File: config.mk
export PLATFORM = sky130hd
export DESIGN_NAME = flash_write_status_poll
export DESIGN_NICKNAME = d
export VERILOG_FILES = /design/src/hdl/flash_poll_pkg.sv /design/src/hdl/flash_write_status_poll.sv
export SDC_FILE = /design/constraint.sdc
export NUM_CORES = 1
export LEC_CHECK = 0
export ABC_AREA = 0
export BUFFER_PORTS_ARGS = -buffer_cell sky130_fd_sc_hd__buf_2
export CAP_MARGIN = 20
export CORE_MARGIN = 2
export CORE_UTILIZATION = 45
export CTS_BUF_LIST = sky130_fd_sc_hd__clkbuf_16
export CTS_CLUSTER_DIAMETER = 50
export DETAILED_ROUTE_END_ITERATION = 16
export GPL_TIMING_DRIVEN = 0
export PLACE_DENSITY_LB_ADDON = 0.2
export SLEW_MARGIN = 20
export SYNTH_ARGS = -nofsm -noshare
export SYNTH_HDL_FRONTEND = slang
export SYNTH_SLANG_ARGS = --single-unit
File: constraint.sdc
create_clock -name clk_sys -period 2.3 [get_ports clk_sys]
set_input_delay 0.46 -clock clk_sys [delete_from_list [all_inputs] [get_ports clk_sys]]
set_output_delay 0.46 -clock clk_sys [all_outputs]
set_load 0.03 [all_outputs]
File: src/hdl/flash_poll_pkg.sv
// package: constants, states and carriers for the flash status poller
`default_nettype none
package flash_poll_pkg;
  // status bit positions on the data bus
  localparam int unsigned POLL_BIT    = 7;
  localparam int unsigned TOGGLE1_BIT = 6;
  localparam int unsigned TIMEOUT_BIT = 5;
  localparam int unsigned WINDOW_BIT  = 3;
  localparam int unsigned TOGGLE2_BIT = 2;
  // bus timing in clk_sys cycles
  localparam int unsigned CLK_PERIOD_NS = 5;
  localparam int unsigned READ_TIME_NS  = 100;
  localparam int unsigned READ_CYCLES   = (READ_TIME_NS + CLK_PERIOD_NS - 1) / CLK_PERIOD_NS;
  localparam int unsigned WRITE_TIME_NS = 50;
  localparam int unsigned WRITE_CYCLES  = (WRITE_TIME_NS + CLK_PERIOD_NS - 1) / CLK_PERIOD_NS;
  // spacing limit for added sector erase commands
  localparam int unsigned ADD_ERASE_GAP_US = 50;
  localparam int unsigned ADD_ERASE_GAP_CYCLES = ADD_ERASE_GAP_US * 1000 / CLK_PERIOD_NS;
  // reset command data
  localparam logic [15:0] RESET_CMD = 16'h00F0;
  // controller states, one-hot
  typedef enum logic [7:0] {
    ST_IDLE   = 8'h01,
    ST_READ_A = 8'h02,
    ST_READ_B = 8'h04,
    ST_DECIDE = 8'h08,
    ST_RECHK  = 8'h10,
    ST_RESET  = 8'h20,
    ST_WIN    = 8'h40,
    ST_DONE   = 8'h80
  } poll_state_t;
  // external bus pins toward the flash
  typedef struct packed {
    logic        ce_n;
    logic        oe_n;
    logic        we_n;
    logic [21:0] addr;
    logic [15:0] dq_out;
    logic        dq_oe;
  } flash_pins_t;
  // result reported to the user
  typedef struct packed {
    logic        pass;
    logic        fail;
    logic        window_closed;
    logic [15:0] data;
  } poll_result_t;
endpackage
`default_nettype wire

File: src/hdl/flash_write_status_poll.sv
// host-side poller for flash program and erase status
`default_nettype none
module flash_write_status_poll #(
  parameter int unsigned ADDR_W = 22
) (
  input  wire logic                         clk_sys,        // system clock
  input  wire logic                         rst,            // sync reset, active high
  input  wire logic                         start_poll,     // pulse: begin status check
  input  wire logic                         abandon,        // pulse: leave polling
  input  wire logic                         check_window,   // pulse: sample window bit
  input  wire logic [ADDR_W-1:0]            poll_addr,      // program or erasing sector address
  input  wire logic [15:0]                  dq_in,          // data pins from flash
  input  wire logic                         ready_busy_in,  // ready/busy pin from flash
  output var  flash_poll_pkg::flash_pins_t  pins,           // bus pins to flash
  output var  flash_poll_pkg::poll_result_t result,         // outcome of last check
  output logic                              done,           // pulse: result valid
  output logic                              busy,           // controller busy
  output logic                              device_busy     // synchronised ready/busy low
);
  // synchronisers for the pins
  logic [15:0] dq_s1;
  logic [15:0] dq_s2;
  logic        rb_s1;
  logic        rb_s2;
  // state and bookkeeping
  flash_poll_pkg::poll_state_t state;
  logic [7:0]        cnt;          // bus cycle timer
  logic              first_tog;    // toggle bit from first read
  logic [15:0]       last_data;    // most recent read
  logic              rechecked;    // timeout recheck already done
  // the poll address goes into the pin register at start and stays there
  // for the whole check, so no separate copy is kept

  // two-stage synchronisers on data and ready/busy
  // status is sampled deep inside a read, so the lag costs nothing
  always_ff @(posedge clk_sys)
  begin
    dq_s1 <= dq_in;
    dq_s2 <= dq_s1;
    rb_s1 <= ready_busy_in;
    rb_s2 <= rb_s1;
  end

  // device busy view, ready/busy low means busy
  // only the settled second-stage copy feeds this flag
  always_ff @(posedge clk_sys)
  begin
    if (rst)
      device_busy <= 1'b0;
    else
      device_busy <= ~rb_s2;
  end

  // status sequencer
  always_ff @(posedge clk_sys)
  begin
    if (rst)
    begin
      state       <= flash_poll_pkg::ST_IDLE;
      cnt         <= 8'h00;
      first_tog   <= 1'b0;
      last_data   <= 16'h0000;
      rechecked   <= 1'b0;
      done        <= 1'b0;
      busy        <= 1'b0;
      result      <= '0;
      pins        <= '{ce_n: 1'b1, oe_n: 1'b1, we_n: 1'b1, addr: '0, dq_out: '0, dq_oe: 1'b0};
    end
    else
    begin
      // done is a one-cycle pulse unless a state raises it
      done <= 1'b0;
      // abandon is refused while the reset write is on the bus, so a
      // half-written command never reaches the flash
      if (abandon && state != flash_poll_pkg::ST_IDLE && state != flash_poll_pkg::ST_RESET)
      begin
        // leaving drops history; next start begins with a fresh double read
        state     <= flash_poll_pkg::ST_IDLE;
        busy      <= 1'b0;
        rechecked <= 1'b0;
        pins.ce_n <= 1'b1;
        pins.oe_n <= 1'b1;
      end
      else
      begin
        case (state)
          // wait for a request
          flash_poll_pkg::ST_IDLE:
          begin
            if (start_poll || check_window)
            begin
              // window read always on offer; no reliance on add spacing
              pins.addr   <= 22'(poll_addr);
              pins.ce_n   <= 1'b0;
              pins.oe_n   <= 1'b0;
              cnt         <= 8'h00;
              rechecked   <= 1'b0;
              busy        <= 1'b1;
              state       <= check_window ? flash_poll_pkg::ST_WIN
                                          : flash_poll_pkg::ST_READ_A;
            end
          end
          // first read of the pair
          flash_poll_pkg::ST_READ_A:
          begin
            cnt <= cnt + 8'h01;
            if (cnt == 8'(flash_poll_pkg::READ_CYCLES + 2))
            begin
              first_tog  <= dq_s2[flash_poll_pkg::TOGGLE1_BIT];
              pins.oe_n  <= 1'b1;                                           // end read cycle
              cnt        <= 8'h00;
              state      <= flash_poll_pkg::ST_READ_B;
            end
          end
          // second read of the pair, back to back
          flash_poll_pkg::ST_READ_B:
          begin
            cnt       <= cnt + 8'h01;
            // a high gap lets the flash see two separate read cycles
            pins.oe_n <= (cnt == 8'h00);                                    // two idle cycles
            if (cnt == 8'(flash_poll_pkg::READ_CYCLES + 3))
            begin
              last_data <= dq_s2;
              pins.oe_n <= 1'b1;
              cnt       <= 8'h00;
              state     <= flash_poll_pkg::ST_DECIDE;
            end
          end
          // compare toggle bits and act on the timeout bit
          flash_poll_pkg::ST_DECIDE:
          begin
            if (last_data[flash_poll_pkg::TOGGLE1_BIT] == first_tog)
            begin
              // steady: operation finished, next read gives array data
              result.pass <= 1'b1;
              result.fail <= 1'b0;
              state       <= flash_poll_pkg::ST_DONE;
            end
            else if (last_data[flash_poll_pkg::TIMEOUT_BIT] && rechecked)
            begin
              // still toggling after recheck: failure, issue reset
              result.pass <= 1'b0;
              result.fail <= 1'b1;
              pins.we_n   <= 1'b0;
              pins.dq_out <= flash_poll_pkg::RESET_CMD;
              pins.dq_oe  <= 1'b1;
              cnt         <= 8'h00;
              state       <= flash_poll_pkg::ST_RESET;
            end
            else
            begin
              // timeout seen: one more pair; otherwise keep polling
              rechecked <= last_data[flash_poll_pkg::TIMEOUT_BIT];
              pins.oe_n <= 1'b0;
              state     <= flash_poll_pkg::ST_READ_A;
            end
          end
          // write cycle carrying the reset command
          flash_poll_pkg::ST_RESET:
          begin
            cnt <= cnt + 8'h01;
            if (cnt == 8'(flash_poll_pkg::WRITE_CYCLES))
            begin
              pins.we_n  <= 1'b1;
              pins.ce_n  <= 1'b1;
              pins.dq_oe <= 1'b0;
              state      <= flash_poll_pkg::ST_DONE;
            end
          end
          // single read of the erase window bit
          flash_poll_pkg::ST_WIN:
          begin
            cnt <= cnt + 8'h01;
            if (cnt == 8'(flash_poll_pkg::READ_CYCLES + 2))
            begin
              // high means erasure started; further adds may be refused
              result.window_closed <= dq_s2[flash_poll_pkg::WINDOW_BIT];
              last_data            <= dq_s2;
              pins.oe_n            <= 1'b1;
              state                <= flash_poll_pkg::ST_DONE;
            end
          end
          // report and release the bus
          flash_poll_pkg::ST_DONE:
          begin
            // last word read: array data after a pass
            result.data <= last_data;
            pins.ce_n   <= 1'b1;
            pins.oe_n   <= 1'b1;
            done        <= 1'b1;
            busy        <= 1'b0;
            state       <= flash_poll_pkg::ST_IDLE;
          end
          // an illegal code falls back to idle
          default:
            state <= flash_poll_pkg::ST_IDLE;
        endcase
      end
    end
  end
endmodule
`default_nettype wire

; Word level (Yosys, flattened, before mapping)
; Cells that the tools add are included.
[word_totals]
register_bits = 117
inputBits = 44
output_inout_bits = 64
[op_classes]
addsub = 1
eq_ne = 22
n_mux = 41
bitwise = 3
reduce_logical = 30
[op_table]
columns = operator, count
row1 = 8-bit 2-to-1 mux, 11
row2 = 8-bit case mux with 6 select lines, 1
row3 = 8-bit case mux with 5 select lines, 1
row4 = 16-bit 2-to-1 mux, 2
row5 = 16-bit case mux with 2 select lines, 1
row6 = 5-bit AND reduction, 4
row7 = "8-bit by 4-bit equality test with 1-bit output, second input constant", 2
row8 = "8-bit by 5-bit equality test with 1-bit output, second input constant", 2
row9 = "2-bit inequality test, second input constant", 8
row10 = 3-bit AND reduction, 5
row11 = 1-bit 2-to-1 mux, 13
row12 = 4-bit AND reduction, 3
row13 = 2-bit nonzero test, 5
row14 = 5-bit nonzero test, 2
row15 = "8-bit by 1-bit adder with 8-bit output, second input constant", 1
row16 = "8-bit by 1-bit equality test with 1-bit output, second input constant", 1
row17 = "8-bit by 2-bit equality test with 1-bit output, second input constant", 1
row18 = "8-bit by 3-bit equality test with 1-bit output, second input constant", 1
row19 = "8-bit by 6-bit equality test with 1-bit output, second input constant", 1
row20 = "8-bit by 7-bit equality test with 1-bit output, second input constant", 1
row21 = "8-bit equality test, second input constant", 1
row22 = 8-bit logical NOT, 1
row23 = 2-bit 2-to-1 mux, 4
row24 = "8-bit by 1-bit inequality test with 1-bit output, second input constant", 1
row25 = 14 further kinds, 24

; Logic depth before layout (Yosys ltp)
; Gate-level depths: netlist of the first run.
[logic_depth]
depth_word = 5
mapped_depth = 9

; Worst setup path before layout of the first run
; Ideal clock, no wire load.
[synth_timing]
kind = flip-flop to flip-flop
from = register state[1]
to = register last_data[0]
setup_time_ns = 0.128
arrival_time_ns = 2.164
setup_slack_ns = 0.008
stages_incl_launch_ff = 9
cell_sequence = dfxtp_1 -> buf_6 -> or4_4 -> or3_2 -> nand3_2 -> nand3_2 -> buf_6 -> mux2i_1 -> nor2_1
[synth_between]
elab_chain_cells = 5
word_cells_on_any_way = 12
classes_between = 6 x eq/ne / 1 x mux / 1 x bitwise / 4 x reduce/logical
[synth_lines]
columns = item, line
row1 = start: declaration, flash_write_status_poll.sv:26  ; flash_poll_pkg::poll_state_t state;
row2 = start signal: assignment, flash_write_status_poll.sv:59  ; state <= flash_poll_pkg::ST_IDLE;
row3 = start signal: assignment, flash_write_status_poll.sv:78  ; state <= flash_poll_pkg::ST_IDLE;
row4 = start signal: assignment, flash_write_status_poll.sv:99  ; state <= check_window ? flash_poll_pkg::ST_WIN
row5 = 8-bit by 1-bit inequality test with 1-bit output, flash_write_status_poll.sv:75  ; if (abandon && state != flash_poll_pkg::ST_IDLE && state != flash_poll_pkg::ST_RESET)
row6 = 1-bit logical AND (2 in a row), flash_write_status_poll.sv:75
row7 = 1-bit inverter (no source line), -
row8 = 4-bit AND reduction (no source line), -
row9 = end signal: assignment, flash_write_status_poll.sv:123  ; last_data <= dq_s2;
row10 = end signal: assignment, flash_write_status_poll.sv:178  ; last_data <= dq_s2;
row11 = end: declaration, flash_write_status_poll.sv:29  ; logic [15:0] last_data;
; Several ways; a longest one is shown, not always the timed one.
; A chain may end at the register's enable or synchronous reset.

; Worst setup path after layout of the first run
[layout_timing]
from = register state[6]
to = register cnt[6]
[layout_between]
elab_chain_cells = 5
word_cells_on_any_way = 18
classes_between = 11 x eq/ne / 1 x mux / 1 x bitwise / 5 x reduce/logical
[layout_lines]
columns = item, line
row1 = branches (longest 5 deep; another with 8-bit by 7-bit equality test with 1-bit output), -
row2 = end signal: assignment, flash_write_status_poll.sv:106  ; cnt <= cnt + 8'h01;
row3 = end signal: assignment, flash_write_status_poll.sv:118  ; cnt <= cnt + 8'h01;
row4 = end signal: assignment, flash_write_status_poll.sv:161  ; cnt <= cnt + 8'h01;
row5 = end: declaration, flash_write_status_poll.sv:27  ; logic [7:0] cnt;
; Several ways; the timed one is not identified.

==> results.cfg, run 1 <==
[run_status]
outcome = complete, but fails checks
violations = setup timing

[critical_path]
regToRegSetupSlack_ns = -0.02
critPathRequiredTime_ns = 2.63
cp-end-kind = flop
crit_fanout = 5
criticalPathCategory = reg2reg
worstPathArrival_ns = 2.64
timing.critical_path.from_type = flop

[final_layout]
design_area_um2 = 5660
fraction_of_final_layout_cells_with_drive_strength_greater_than_1 = 0.299
final_nets = 646
final-instance-count-excl-fill = 723
antennaDiodeCount = 0
layout.cells.most_common = sky130_fd_sc_hd__dfxtp_1
synthToLayoutAreaGrowth_pct = 33.4
layout_common_cells = 112 x sky130_fd_sc_hd__dfxtp_1, 97 x sky130_fd_sc_hd__nand2_1, 97 x sky130_fd_sc_hd__buf_2

[yosys]
synthArstFlopShare = 0
postSynth.topFlopCell = sky130_fd_sc_hd__dfxtp_1
mappedNetlistArea_um2 = 4240
post_synth.cell_area_avg_um2 = 9.10
ys_ff_latch = 116
synth_sequential_area_ratio = 0.547
synth.top_cell.area_share = 0.547
yosys.area.top_type = sky130_fd_sc_hd__dfxtp_1
synth_cell_type_count = 55
ys_warn_count = 0
synthCells = 466
ys_top_cells_by_area = sky130_fd_sc_hd__dfxtp_1 55%, sky130_fd_sc_hd__nand2_1 8.6%, sky130_fd_sc_hd__a21oi_1 5.8%
synth_edf_count = 0

[floorplanning]
number_of_top_level_pins = 108
die-area_um2 = 10200
die_w_um = 101
core_region_um2 = 9200
chip_height_um = 101
rows = 35
floorplan.initialDensity = 0.461

[timing]
rsz_0062_raised_after_global_routing = true
max_freq_mhz = 432
post_route_clock_period_utilization = 1.01
layout_setup_ws_ns = -0.0156
finalSetupViolCount = 2
timing_worst_slew_pin_value_ns = 0.723
clock_skew_ns = 0.0109
worst_slew_slack_as_a_fraction_of_its_limit = 0.517
finalHoldViolCount = 0
timing.final.max_slew_violations = 0
fin_crit_ns = 2.32
setup-tns-final_ns = -0.0312

[clock_tree]
cts_tree = built
clk-insertion-delay-late_ns = 0.40
ctsLongestPathBuffers = 2
holdBufCountCts = 0
cts.sinks = 116
cts.htree.levels = 4
clock-root-buffer = sky130_fd_sc_hd__clkbuf_16
cts-buffers-inserted = 17
cts.clk_slew.worst_paths_ns = 0.06

[run]
max_cap_viols = 0

[global_route]
gr-usage-met1 = 0.245
vias_in_the_first_global_route = 3335
grt_overflow = 0
grt_most_used_layer = met2
grt_use_total = 0.196
met2_usage = 0.328
first_pass_grt_wire_length_mm = 15.7
pin_count_of_the_biggest_net_entering_global_routing = 17
met3_global_route_usage = 0.0513
antenna_violations_before_repair = 0

[detailed_routing]
drc = 0
drt-vias-per-instance = 5.02
wl_per_cell_um = 13.8
detail_route.wirelength_mm = 9.97
count_of_routing_violations_after_the_opening_detailed_route_iteration = 143
drtAntennaViolNets = 0
via_count = 3628
firstDrtPassIters = 4

[placement]
gp_congestion = 0.838
place_area_um2 = 4900
placement.io_buffers = 95
dp.cells = 683
preCtsSetupSlack_ns = -0.494
place_hpwl_mm = 6.89

[pwr]
ir_worst_vdd_uv = 585
power.density_cell_area_nw_per_um2 = 1160
leakage_component_of_the_power_nw = 2.59

[hold_path]
hp-class = in2reg
-- final timing paths --
kind / from / to / depth (start not counted)
setup / recovery: state[6] / cnt[6] / 7
hold / removal: dq_in[9] / dq_s1[9] / 1
setup reg to reg: state[6] / cnt[6] / 7
hold reg to reg: dq_s1[1] / dq_s2[1] / 0
-- critical path, cell delays in order, from the launching register on --
cell                       delay (ns)
sky130_fd_sc_hd__dfxtp_4         0.35
sky130_fd_sc_hd__or4_4           0.57
sky130_fd_sc_hd__or4b_4          0.52
sky130_fd_sc_hd__o21a_4          0.15
sky130_fd_sc_hd__a21boi_4        0.23
sky130_fd_sc_hd__buf_4           0.16
sky130_fd_sc_hd__o211ai_1        0.09
sky130_fd_sc_hd__a31oi_1         0.16
-- cell usage after synthesis, types with 3 or more instances --
| cell | number |
|---|---|
| sky130_fd_sc_hd__dfxtp_1 | 116 |
| sky130_fd_sc_hd__nand2_1 | 97 |
| sky130_fd_sc_hd__a21oi_1 | 49 |
| sky130_fd_sc_hd__nor2_1 | 47 |
| sky130_fd_sc_hd__mux2i_1 | 18 |
| sky130_fd_sc_hd__buf_4 | 15 |
| sky130_fd_sc_hd__clkbuf_1 | 13 |
| sky130_fd_sc_hd__nand3_1 | 12 |
| sky130_fd_sc_hd__o211ai_1 | 10 |
| sky130_fd_sc_hd__o21ai_0 | 9 |
| sky130_fd_sc_hd__nand2b_1 | 6 |
| sky130_fd_sc_hd__nor3_1 | 6 |
| sky130_fd_sc_hd__and3_1 | 5 |
| sky130_fd_sc_hd__buf_2 | 5 |
| sky130_fd_sc_hd__a31oi_1 | 3 |
| sky130_fd_sc_hd__buf_6 | 3 |
| sky130_fd_sc_hd__ha_1 | 3 |
| sky130_fd_sc_hd__inv_1 | 3 |
-- layout make-up --
type	count	area (µm²)
buffer	33	209
clock buffer	17	425
clock inverter	15	173
fill	814	3540
inverter	3	11.3
multi-input combinational	321	1800
sequential	116	2330
tap	111	139
timing repair buffer	107	569
-- sequential cells by signal, summed over array words and instances (netlist names) --
signal	count
pins	27
first_tog	1
result	19
state	7
busy	1
last_data	16
cnt	8
device_busy	1
rechecked	1
dq_s2	16
rb_s1	1
dq_s1	16
done	1
rb_s2	1
-- through the flow --
| step | utilization | hold slack (ns) | total power, mW |
|---|---|---|---|
| after global routing | 0.616 | 0.143 | 6.83 |
| after floorplan | - | 0.310 | 3.39 |
| final | 0.616 | 0.155 | 6.56 |
| after CTS | 0.609 | 0.145 | 6.56 |
| after global placement | 0.533 | 0.310 | 3.76 |
| after detailed placement | 0.533 | 0.312 | 3.79 |
-- where the power goes --
| part | switching [mW] | internal [mW] | leakage [nW] | total, mW |
|---|---|---|---|---|
| combinational | 1.08 | 0.538 | 1.35 | 1.61 |
| sequential | 0.0946 | 2.20 | 0.955 | 2.30 |
| clock | 1.02 | 1.63 | 0.284 | 2.65 |
| total | 2.19 | 4.37 | 2.59 | 6.56 |
-- logic make-up (layout without fill, tap and decap cells) --
logic type / count (synthesis) / count (layout) / share of synthesized area
muxes: 19 / 19 / 0.0451
buffers and inverters: 40 / 175 / 0.0557
other: 1 / 12 / 0.000884
adders and majority gates: 3 / 3 / 0.00885
DFF: 116 / 116 / 0.547
and+or+nand+nor: 195 / 195 / 0.207
xor gates and xnor gates: 4 / 4 / 0.00826
AOI/OAI and AO/OA: 88 / 88 / 0.127
-- what timing repair did --
action | 4_1_cts | 5_1_grt
gates resized for setup | 21 | 5
setup endpoints to repair | 64 | 40
setup buffers | 5 | 6
pin swaps | 10 | 8
cloned | 1 | 0
-- metal layers --
metal / share of wire / vias to the layer above
li1: - / 1834
met1: 0.44 / 1669
met2: 0.49 / 111
met3: 0.052 / 14
met4: 0.015 / 0
met5: 0 / -
No activity file was read; power rests on OpenSTA's default activity.
==> run 2: changes to the inputs <==
--- a/config.mk
+++ b/config.mk
@@ -5,14 +5,14 @@
 export SDC_FILE = /design/constraint.sdc
 export NUM_CORES = 1
 export LEC_CHECK = 0
-export ABC_AREA = 0
-export BUFFER_PORTS_ARGS = -buffer_cell sky130_fd_sc_hd__buf_2
+export ABC_AREA = 1
 export CAP_MARGIN = 20
 export CORE_MARGIN = 2
 export CORE_UTILIZATION = 45
 export CTS_BUF_LIST = sky130_fd_sc_hd__clkbuf_16
 export CTS_CLUSTER_DIAMETER = 50
 export DETAILED_ROUTE_END_ITERATION = 16
+export DONT_BUFFER_PORTS = 1
 export GPL_TIMING_DRIVEN = 0
 export PLACE_DENSITY_LB_ADDON = 0.2
 export SLEW_MARGIN = 20
==> run 2 against run 1 <==
Against the previous run:
- the flow now finishes without violations
- flip-flop and latch count is the same
- wire length shrank 9.4%
- register-to-register slack better by 0.58 ns
- via count decreased by 6.9%
- highest routed layer unchanged
- utilization down 6.1 points
- critical path depth increased by 2
- final cell count decreased by 1.8%
- final area is 8.6% lower
- clock skew shrank 0.00070 ns
- die area rose by 2.9%
- sequential share of layout area grew 3.7 points
==> results.cfg, run 2 <==
[yosys]
most_frequent_cell_after_synthesis = sky130_fd_sc_hd__dfxtp_1
synth_sequential_area_ratio = 0.531
mappedNetlistArea_um2 = 4370
synth.top_cell.area_share = 0.531
synthCells = 538
post_synth.cell_area_avg_um2 = 8.13
ys_top_cells_by_area = sky130_fd_sc_hd__dfxtp_1 53%, sky130_fd_sc_hd__nand2_1 8.8%, sky130_fd_sc_hd__nor2_1 8.8%
synthArstFlopShare = 0
ys_ff_latch = 116
synth_edf_count = 0
yosys.area.top_type = sky130_fd_sc_hd__dfxtp_1
synth_commonest_cells = 116 x sky130_fd_sc_hd__dfxtp_1, 103 x sky130_fd_sc_hd__nand2_1, 102 x sky130_fd_sc_hd__nor2_1
ys_warn_count = 0
synth_cell_type_count = 35
postSynth.topFlopCell = sky130_fd_sc_hd__dfxtp_1

[timing]
max_freq_mhz = 578
finalHoldViolCount = 0
fin_crit_ns = 1.73
setup-tns-final_ns = 0
clock_skew_ns = 0.0102
layout_setup_ws_ns = 0.569
rsz_0062_raised_after_global_routing = false
timing.final.max_slew_violations = 0
post_route_clock_period_utilization = 0.753
finalSetupViolCount = 0

[clock_tree]
clk-insertion-delay-late_ns = 0.41
cts-buffers-inserted = 17
post_cts_resize_count = 0
post-cts-setup-buffer-count = 0
cts.htree.levels = 4
holdBufCountCts = 0
cts.clk_slew.worst_paths_ns = 0.06
cts_tree = built
clock-root-buffer = sky130_fd_sc_hd__clkbuf_16
ctsLongestPathBuffers = 2
cts.sinks = 116

[floorplanning]
die_w_um = 103
die-area_um2 = 10500
chip_height_um = 103
rows = 35
core_region_um2 = 9330
floorplan.initialDensity = 0.469
number_of_top_level_pins = 108

[run]
max_cap_viols = 0

[pwr]
ir_worst_vdd_uv = 652
share_comb_of_total_power = 0.220
seq_power_share = 0.397
leakage_component_of_the_power_nw = 2.23
netSwitchingFraction = 0.366
p_sw_mw = 2.51
power.density_cell_area_nw_per_um2 = 1320
power_frac_clock = 0.383
internal_power_mw = 4.34

[final_layout]
largest_reg_flops = 27
layout.cells.most_common = sky130_fd_sc_hd__dfxtp_1
final_nets = 615
largest_regs = pins x27, result x19
area_of_the_multi_input_gates_um2 = 1730
fraction_of_final_layout_cells_with_drive_strength_greater_than_1 = 0.151
layout_common_cells = 116 x sky130_fd_sc_hd__dfxtp_1, 103 x sky130_fd_sc_hd__nand2_1, 102 x sky130_fd_sc_hd__nor2_1
synthToLayoutAreaGrowth_pct = 18.3
registers.top_by_ff_count = pins
seq_area_um2 = 2320
antennaDiodeCount = 0
num-fill-cells = 899
finalCoreUtilization = 0.555

[critical_path]
crit_fanout = 10
cpMostUsedCell = sky130_fd_sc_hd__nor2_1
timing.critical_path.from_type = flop
worstPathArrival_ns = 2.03
path_cells = ha_1 > inv_1 > nor2_1 > nand2_1 > nand2_2 > nand4_4 > buf_4 > o21ai_0 > nor2_1
critPathMaxStageDelay_ns = 0.40
cp-end-kind = flop
worst_path_max_delay_cell = sky130_fd_sc_hd__dfxtp_1
critPathRequiredTime_ns = 2.60
criticalPathCategory = reg2reg

[global_route]
antenna_violations_before_repair = 0
first_pass_grt_wire_length_mm = 14.1
vias_in_the_first_global_route = 3119
grt_overflow = 0
pin_count_of_the_biggest_net_entering_global_routing = 17
grt_use_total = 0.176

[detailed_routing]
count_of_routing_violations_after_the_opening_detailed_route_iteration = 104
drc = 0
via_count = 3378
drtAntennaViolNets = 0
firstDrtPassIters = 4
detail_route.wirelength_mm = 9.03
wl_per_cell_um = 12.7
drt-vias-per-instance = 4.76

[placement]
place_hpwl_mm = 6.58
placement.io_buffers = 0
preCtsSetupSlack_ns = 0.350
gp_congestion = 0.907

[run_status]
outcome = finished, final reports clean

[hold_path]
hp-class = in2reg
[run 2: changes by cell type in the layout (fill, tap and decap cells not counted), moves of 7 or more]
cell / delta
sky130_fd_sc_hd__nor2_1: +58
sky130_fd_sc_hd__inv_1: +29
sky130_fd_sc_hd__mux2i_1: -18
sky130_fd_sc_hd__nand3_1: +17
sky130_fd_sc_hd__a21oi_1: -17
sky130_fd_sc_hd__nand2_2: +7
sky130_fd_sc_hd__buf_2: -95
sky130_fd_sc_hd__o211ai_1: -9
sky130_fd_sc_hd__o21ai_0: +31
sky130_fd_sc_hd__buf_4: -8
[run 2: cell type report]
cell class | count | area share
Clock buffer | 17 | 0.0822
Multi-Input combinational cell | 361 | 0.334
Sequential cell | 116 | 0.449
Clock inverter | 15 | 0.0336
Tap cell | 129 | 0.0312
Buffer | 31 | 0.0392
Inverter | 41 | 0.0307
[run 2: final timing paths]
path                  start       endpoint  slack (ns)  cells past startpoint
setup / recovery     cnt[1]  last_data[14]        0.57                      9
hold / removal    dq_in[12]      dq_s1[12]        0.07                      0
setup reg to reg     cnt[1]  last_data[14]        0.57                      9
hold reg to reg    dq_s1[7]       dq_s2[7]        0.33                      0
[run 2: worst max-delay path, delay by kind of cell (launching register included)]
kind / cells / cell delay, ns
AND/OR/NAND/NOR: 5 / 0.53
flip-flops: 1 / 0.40
buffers and inverters: 2 / 0.26
adder cells (fa/ha/maj): 1 / 0.25
AO/OA/AOI/OAI: 1 / 0.17
[run 2: kinds of logic after synthesis]
| group | synth area share |
|---|---|
| other cells | 0.000858 |
| simple gates | 0.281 |
| flops | 0.531 |
| buf+inv | 0.0827 |
| compound gates | 0.0861 |
| xor+xnor | 0.0100 |
| fa+ha+maj | 0.00858 |
[run 2: layer usage]
layer	GRT usage	vias up	routed length, µm
li1	-	1741	-
met1	0.188	1503	3690
met2	0.301	123	4280
met3	0.0807	11	943
met4	0.0738	0	118
met5	0	-	0
[run 2: power by group through the flow]
stage          Combinational, mW  Clock [mW]  Sequential (mW)
2_1_floorplan               1.24           0             2.71
3_3_place_gp                1.47           0             2.75
3_5_place_dp                1.50           0             2.76
4_1_cts                     1.51        2.69             2.72
5_1_grt                     1.74        2.78             2.75
6_report                    1.51        2.63             2.72
[run 2: stage by stage]
step,cell area [µm²],cells,power (mW),hold WS (ns)
2_1_floorplan,4410,549,3.95,0.310
3_3_place_gp,4580,678,4.22,0.311
3_5_place_dp,4580,678,4.26,0.312
4_1_cts,5170,710,6.92,0.0549
5_1_grt,5170,710,7.27,0.0493
6_report,5170,710,6.85,0.0732
